`src/rtl/aphc_pkg.sv`:
```
/*
 Shared constants for the converter host control link.
 Assumes a single 50 MHz clock shared by both ends.
*/
`default_nettype none
package aphc_pkg;
   localparam int DATA_W = 12;
   localparam int CHAN_W = 2;
   localparam int CONV_CLKS = 16;
   localparam logic [4:0] CONV_LAST = 5'(CONV_CLKS - 1);
   localparam logic [CHAN_W-1:0] CHAN_0 = 2'h0;
   localparam logic [CHAN_W-1:0] CHAN_1 = 2'h1;
   localparam logic [CHAN_W-1:0] CHAN_2 = 2'h2;
   localparam logic [CHAN_W-1:0] CHAN_3 = 2'h3;
   localparam logic [DATA_W-1:0] DATA_RST = 12'h000;
   localparam logic [3:0] CHAN_RST = 4'h1;
   // Host timing: last count of each strobe, which stays low three cycles
   localparam logic [1:0] STROBE_CLKS = 2'h2;
endpackage
`default_nettype wire

```
`src/rtl/aphc_if.sv`:
```
/*
 Parallel bus between converter device and host controller.
 Assumes the bench resolves the data bus wire from the drive enable.
*/
`default_nettype none
interface aphc_if;
   logic chip_select_n;
   logic convert_strobe_n;
   logic read_strobe_n;
   logic channel_sel_lo;
   logic channel_sel_hi;
   logic busy_n;
   logic [aphc_pkg::DATA_W-1:0] data_out;
   logic data_oe;
   modport device (
      input chip_select_n, convert_strobe_n, read_strobe_n, channel_sel_lo, channel_sel_hi,
      output busy_n, data_out, data_oe
   );
   modport host (
      output chip_select_n, convert_strobe_n, read_strobe_n, channel_sel_lo, channel_sel_hi,
      input busy_n, data_out, data_oe
   );
endinterface
`default_nettype wire

```
`src/rtl/aphc_device.sv`:
```
/*
 Converter device end: start, address latch, busy and result port.
 Assumes strobes synchronous to ref_clk; samples come from user side.
*/
// Function
// RULE1 - Low select plus low convert starts conversion
// RULE2 - Start puts result outputs high impedance
// RULE3 - Start selects input from address bits
// RULE4 - Select and read low drive result
// RULE5 - Busy low throughout the conversion
// RULE6 - Completion raises busy, enables result outputs
// RULE7 - Sixteen clocks per sample
// RULE8 - Address latched on rising read/convert edge
// RULE9 - Code maps high bit first to input
// RULE10 - Lowest data output carries result LSB
// RULE11 - Host waits for busy high first
// RULE12 - Outputs driven only during active read
`default_nettype none
module aphc_device (
   // Clock and reset
   input wire logic ref_clk,
   input wire logic srst,
   // Link
   aphc_if.device lnk,
   // Analog sample values, one per input
   input wire logic [aphc_pkg::DATA_W-1:0] analog_input_0,
   input wire logic [aphc_pkg::DATA_W-1:0] analog_input_1,
   input wire logic [aphc_pkg::DATA_W-1:0] analog_input_2,
   input wire logic [aphc_pkg::DATA_W-1:0] analog_input_3,
   // Status to user side
   output logic [3:0] chan_onehot,
   output logic conv_done
);
   typedef enum logic {aphc_idle, aphc_conv} aphc_state_t;

   // One-hot view of a channel code, high address bit first
   function automatic logic [3:0] aphc_decode(input logic [aphc_pkg::CHAN_W-1:0] code);
      aphc_decode = 4'h1 << code; // RULE9
   endfunction

   // Strobe history
   logic cnv_d, next_cnv_d;
   logic rd_d, next_rd_d;

   // Conversion sequencer
   aphc_state_t state, next_state;
   logic [4:0] cnt, next_cnt;
   logic busy_n, next_busy_n;
   logic done, next_done;

   // Channel latch, one bit per analog input
   logic [3:0] onehot, next_onehot;

   // Result port
   logic [aphc_pkg::DATA_W-1:0] result, next_result;
   logic [aphc_pkg::DATA_W-1:0] dout, next_dout;
   logic oe, next_oe;

   // Link events and sample selection
   logic [aphc_pkg::CHAN_W-1:0] pin_code;
   logic start, cnv_rise, rd_rise, reading, finish;
   logic [aphc_pkg::DATA_W-1:0] sample [4];
   logic [aphc_pkg::DATA_W-1:0] masked [4];
   logic [aphc_pkg::DATA_W-1:0] picked;

   ////////////////////////////////////////////////////////////////////////
   assign pin_code = {lnk.channel_sel_hi, lnk.channel_sel_lo};
   // Start only from idle; starts during a conversion are refused
   assign start = (state == aphc_idle) && !lnk.chip_select_n && !lnk.convert_strobe_n && cnv_d; // RULE1
   assign cnv_rise = lnk.convert_strobe_n && !cnv_d;
   assign rd_rise = lnk.read_strobe_n && !rd_d;
   assign reading = !lnk.chip_select_n && !lnk.read_strobe_n;
   assign finish = (state == aphc_conv) && (cnt == aphc_pkg::CONV_LAST); // RULE7

   ////////////////////////////////////////////////////////////////////////
   // Sample of each input, indexed by channel code
   assign sample[aphc_pkg::CHAN_0] = analog_input_0;
   assign sample[aphc_pkg::CHAN_1] = analog_input_1;
   assign sample[aphc_pkg::CHAN_2] = analog_input_2;
   assign sample[aphc_pkg::CHAN_3] = analog_input_3;

   // Only the latched channel passes; the others read zero
   for (genvar g = 0; g < $bits(onehot); g++) begin : g_pick
      assign masked[g] = onehot[g] ? sample[g] : '0;
   end

   assign picked = masked[0] | masked[1] | masked[2] | masked[3];

   ////////////////////////////////////////////////////////////////////////
   // Strobe history, reset to idle level so no false edge follows reset
   always_comb begin
      next_cnv_d = lnk.convert_strobe_n;
      next_rd_d = lnk.read_strobe_n;
   end

   always_ff @(posedge ref_clk) begin
      if (srst) begin
         cnv_d <= 1'b1;
         rd_d <= 1'b1;
      end else begin
         cnv_d <= next_cnv_d;
         rd_d <= next_rd_d;
      end
   end

   ////////////////////////////////////////////////////////////////////////
   // Conversion sequencer: busy low for sixteen cycles
   always_comb begin
      next_state = state;
      next_cnt = cnt;
      next_busy_n = busy_n;
      next_done = 1'b0;

      case (state)
         aphc_idle: begin
            if (start) begin
               next_state = aphc_conv;
               next_cnt = '0;
               next_busy_n = 1'b0; // RULE5
            end
         end
         aphc_conv: begin
            // Completion: busy high, one-cycle done pulse
            if (finish) begin
               next_state = aphc_idle;
               next_busy_n = 1'b1; // RULE6
               next_done = 1'b1;
            end else begin
               next_cnt = 5'(cnt + 5'h01); // RULE7
            end
         end
         default: begin
            next_state = aphc_idle;
            next_busy_n = 1'b1;
         end
      endcase
   end

   always_ff @(posedge ref_clk) begin
      if (srst) begin
         state <= aphc_idle;
         cnt <= '0;
         busy_n <= 1'b1;
         done <= 1'b0;
      end else begin
         state <= next_state;
         cnt <= next_cnt;
         busy_n <= next_busy_n;
         done <= next_done;
      end
   end

   ////////////////////////////////////////////////////////////////////////
   // Channel latch: taken at start, again on trailing strobe edges
   always_comb begin
      next_onehot = onehot;
      // Address pins pick the channel at the start edge
      if (start) begin
         next_onehot = aphc_decode(pin_code); // RULE3
      end else if (cnv_rise || rd_rise) begin
         next_onehot = aphc_decode(pin_code); // RULE8
      end
   end

   always_ff @(posedge ref_clk) begin
      if (srst) begin
         onehot <= aphc_pkg::CHAN_RST;
      end else begin
         onehot <= next_onehot;
      end
   end

   ////////////////////////////////////////////////////////////////////////
   // Result port
   always_comb begin
      next_result = result;
      if (finish) begin
         // Result taken from the channel latched for this conversion
         next_result = picked;
      end
      // Result port drives only while reading and not converting
      next_oe = reading && next_busy_n && !start; // RULE2 RULE6 RULE12
      next_dout = next_result; // RULE4 RULE10
   end

   always_ff @(posedge ref_clk) begin
      if (srst) begin
         result <= aphc_pkg::DATA_RST;
         dout <= aphc_pkg::DATA_RST;
         oe <= 1'b0;
      end else begin
         result <= next_result;
         dout <= next_dout;
         oe <= next_oe;
      end
   end

   ////////////////////////////////////////////////////////////////////////
   // Link and status outputs straight from registers
   assign lnk.busy_n = busy_n;
   assign lnk.data_oe = oe;
   assign lnk.data_out = dout;
   assign chan_onehot = onehot;
   assign conv_done = done;
endmodule
`default_nettype wire

```
`src/flat_wrapper.sv`:
```
// flat-port wrapper written by rule: the top's interface ports become plain ports
module aphc_device_flat 
  (ref_clk, srst, analog_input_0, analog_input_1, analog_input_2, analog_input_3, chan_onehot, conv_done, lnk_chip_select_n, lnk_convert_strobe_n, lnk_read_strobe_n, lnk_channel_sel_lo, lnk_channel_sel_hi, lnk_busy_n, lnk_data_out, lnk_data_oe);
  aphc_if lnk_i ();
  input wire logic ref_clk;
  input wire logic srst;
  input wire logic [aphc_pkg::DATA_W-1:0] analog_input_0;
  input wire logic [aphc_pkg::DATA_W-1:0] analog_input_1;
  input wire logic [aphc_pkg::DATA_W-1:0] analog_input_2;
  input wire logic [aphc_pkg::DATA_W-1:0] analog_input_3;
  output logic [3:0] chan_onehot;
  output logic conv_done;
  input wire logic [$bits(lnk_i.chip_select_n)-1:0] lnk_chip_select_n;
  input wire logic [$bits(lnk_i.convert_strobe_n)-1:0] lnk_convert_strobe_n;
  input wire logic [$bits(lnk_i.read_strobe_n)-1:0] lnk_read_strobe_n;
  input wire logic [$bits(lnk_i.channel_sel_lo)-1:0] lnk_channel_sel_lo;
  input wire logic [$bits(lnk_i.channel_sel_hi)-1:0] lnk_channel_sel_hi;
  output wire logic [$bits(lnk_i.busy_n)-1:0] lnk_busy_n;
  output wire logic [$bits(lnk_i.data_out)-1:0] lnk_data_out;
  output wire logic [$bits(lnk_i.data_oe)-1:0] lnk_data_oe;
  assign lnk_i.chip_select_n = lnk_chip_select_n;
  assign lnk_i.convert_strobe_n = lnk_convert_strobe_n;
  assign lnk_i.read_strobe_n = lnk_read_strobe_n;
  assign lnk_i.channel_sel_lo = lnk_channel_sel_lo;
  assign lnk_i.channel_sel_hi = lnk_channel_sel_hi;
  assign lnk_busy_n = lnk_i.busy_n;
  assign lnk_data_out = lnk_i.data_out;
  assign lnk_data_oe = lnk_i.data_oe;
  aphc_device u_core (.ref_clk(ref_clk), .srst(srst), .lnk(lnk_i), .analog_input_0(analog_input_0), .analog_input_1(analog_input_1), .analog_input_2(analog_input_2), .analog_input_3(analog_input_3), .chan_onehot(chan_onehot), .conv_done(conv_done));
endmodule
```
`config.mk`:
```
export PLATFORM = sky130hd
export DESIGN_NAME = aphc_device_flat
export DESIGN_NICKNAME = d
export VERILOG_FILES = /design/src/rtl/aphc_pkg.sv /design/src/rtl/aphc_if.sv /design/src/rtl/aphc_device.sv /design/src/flat_wrapper.sv
export SDC_FILE = /design/constraint.sdc
export NUM_CORES = 1
export LEC_CHECK = 0
export BUFFER_PORTS_ARGS = -buffer_cell sky130_fd_sc_hd__buf_2
export CORE_MARGIN = 8
export CORE_UTILIZATION = 46
export DETAILED_ROUTE_END_ITERATION = 8
export PLACE_DENSITY_LB_ADDON = 0.15
export SYNTH_ARGS = -nofsm -noshare
export SYNTH_HDL_FRONTEND = slang
export SYNTH_SLANG_ARGS = --single-unit
```
`constraint.sdc`:
```
create_clock -name ref_clk -period 3.2 [get_ports ref_clk]
set_input_delay 0.64 -clock ref_clk [delete_from_list [all_inputs] [get_ports ref_clk]]
set_output_delay 0.64 -clock ref_clk [all_outputs]
set_load 0.05 [all_outputs]
```
==> reports/qor.txt <==
post-synthesis register bit count - 27
crit-path max cell delay - 0.71 ns
slew of the pin with the lowest slew margin - 0.572 ns
Final Slew Violations - 0
mux contribution to synthesized area - 0%
CTS Hold Bufs - 0
post-synthesis simple-gate area fraction - 16.8%
reg2reg start - u_core.cnt[0]
vias per inst - 5.58
Antenna Cells - 0
Mapped Avg Cell Area - 9.41 um^2
Post-CTS Resized - 0
max_cap viols - 0
Synth Instances - 132
Adder-Cell Fraction of Synth Area - 2.01%
fin nets - 257
hold slack - 0.497 ns
# port buffers - 73
clock buffer depth - 2
Worst Path Arrival - 1.39 ns
Fillers - 237
Final setup viols - 0
IR Drop Worst-Case VDD - 0.000259 V
CP Max Fanout - 14
unrepaired setup endpoints after global routing - false
hpwl dp - 2760 um
H-tree depth - 1
post-synthesis net count - 189
setup total negative slack - 0 ns
DRC violations left - 0
status - complete, no violations
Worst R2R Setup Slack - 1.39 ns
YS warnings - 0
most common cell after layout, fill and taps aside - buf_2
area of the multi-input gates - 642 um^2
normalized max-slew margin - 61.8%
worst min path class - reg2reg
Unique masters post-synth - 35
Crit. End Element - primary output
worst path required time - 2.56 ns
ys async rst share - 0%
Detailed Route WL - 3580 um
Finished Core Util - 60.9%
post-synthesis xor/xnor area fraction - 0.705%
leak pwr - 0.701 nW
Mapped Area - 1240 um^2
Tcrit/Tclk final - 63.6%
Total GRT Usage - 14.0%
Setup Fix Bufs, Post-CTS - 0
initial antenna violation count - 0
Synth area leaders - dfxtp_1 44%, a22oi_1 15%, a311oi_1 6.3%
register area share after synthesis - 43.5%
post-synthesis compound-gate area fraction - 32.1%
commonest non-fill, non-tap cells in the layout - 73 x buf_2, 27 x dfxtp_1, 24 x a22oi_1, 12 x nor2_1, 9 x a311oi_1
# IOs - 74
EDFF count, synth - 0
Reg2Reg Depth - 6
HP Start - u_core.cnt[3]
Reg-to-Reg End - u_core.result[6]
vias in the first global route - 1151
endpoints failing hold - 0
final global-route overflow total - 0
CTS tree - built
Clock Skews - 0.00749 ns
Top FF cell, synth - dfxtp_1
largest net degree at the start of global routing - 28
layout cells sized above 1 - 44.2%
initial core utilization - 46.7%
CTS clock-pin slew for the worst setup and hold paths - 0.14 ns
post-synth top area cell - dfxtp_1
cell family with most CP delay - flip-flops
Area after DPL - 1590 um^2
drt first pass iters - 5
FP Rows - 19
first-pass GRT wire length - 5170 um
Final min period - 2.03 ns
Die Height - 68.0 um
largest family of logic cells by synthesized area - compound AO/OA/AOI/OAI gates
Fmax - 492 MHz
Buf/Inv on CP - 1
die width - 68.0 um
area grow syn2layout - 30.4%
Synth top area share - 43.5%
startpoint type of the worst setup path - register
Routed WL per cell - 15.5 um
later-pin clock latency in the skew report - 0.31 ns
routability congestion estimate - 0.882
slowest library cell on the worst path - dfxtp_1
Sequential Area - 541 um^2
die area - 4620 um^2
clock sinks - 27
Hold Path End - u_core.cnt[3]
TritonCTS buffer count - 3
crit path kind - reg2out
Final ANT Viol Nets - 0
Power Dens Cells - 370 nW/um^2
via count - 1283
Core Box Area - 2660 um^2
Clock Tree Root - clkbuf_4
initial drt markers - 68
fin area - 1620 um^2
WHS Path Cells - 2
Power, Total - 0.000600 W
Cell Chain, Critical Path - buf_2
sequential cells by signal (all words and copies together), names as in the netlist:
signal,cells
u_core.chan_onehot,4
u_core.cnt,5
u_core.cnv_d,1
u_core.conv_done,1
u_core.lnk.busy_n,1
u_core.lnk.data_oe,1
u_core.rd_d,1
u_core.result,12
u_core.state,1
power breakdown:
part	internal (W)	switching (W)
Sequential	0.000344	0.0000161
Clock	0.0000486	0.0000909
Combinational	0.0000486	0.0000516
Total	0.000441	0.000159
area by class of cell:
class,instances,area share (%)
Clock buffer,4,1.62
Timing Repair Buffer,73,22.5
Multi-Input combinational cell,93,39.6
Sequential cell,27,33.4
Inverter,2,0.463
Tap cell,31,2.39
synth_stat cells, types with 2 or more instances:
cell      instances
or2_2             3
nand2b_1          3
o21ai_0           5
ha_1              2
a22oi_1          24
buf_2             3
dfxtp_1          27
nand3b_1          2
nor2_1           12
a21oi_1           4
a311oi_1          9
or3b_2            2
nand2_1           3
a31o_2            2
a31oi_1           6
clkbuf_1          4
nand3_1           3
cells by family after synthesis:
| family | count (synthesis) |
|---|---|
| AO/OA/AOI/OAI | 53 |
| XOR/XNOR | 1 |
| adder cells (fa/ha/maj) | 2 |
| buffers and inverters | 12 |
| flip-flops | 27 |
| AND/OR/NAND/NOR | 37 |
worst max path at each step:
stage	start	to	slack [ns]	depth (start not counted)
floorplan	u_core.cnt[0]	u_core.lnk.busy_n	1.48	8
global placement	lnk_chip_select_n	u_core.chan_onehot[2]	1.29	4
detailed placement	lnk_chip_select_n	u_core.chan_onehot[2]	1.26	4
CTS	u_core.chan_onehot[2]	chan_onehot[2]	1.17	1
global route	u_core.chan_onehot[2]	chan_onehot[2]	1.09	1
finish	u_core.chan_onehot[2]	chan_onehot[2]	1.17	1
per-stage QoR:
step / cells / setup WS [ns]
3_5_place_dp: 226 / 1.26
6_report: 230 / 1.17
3_3_place_gp: 226 / 1.29
5_1_grt: 230 / 1.09
2_1_floorplan: 132 / 1.48
4_1_cts: 230 / 1.17
metal layers:
| metal | up-vias | track usage [%] | share of wire, % |
|---|---|---|---|
| met1 | 586 | 17.5 | 42 |
| met4 | 0 | 4.60 | 0.59 |
| met2 | 44 | 23.7 | 49 |
| li1 | 651 | - | - |
| met5 | - | 0 | 0 |
| met3 | 2 | 2.62 | 8.7 |
No activity file was read; power rests on OpenSTA's default activity.
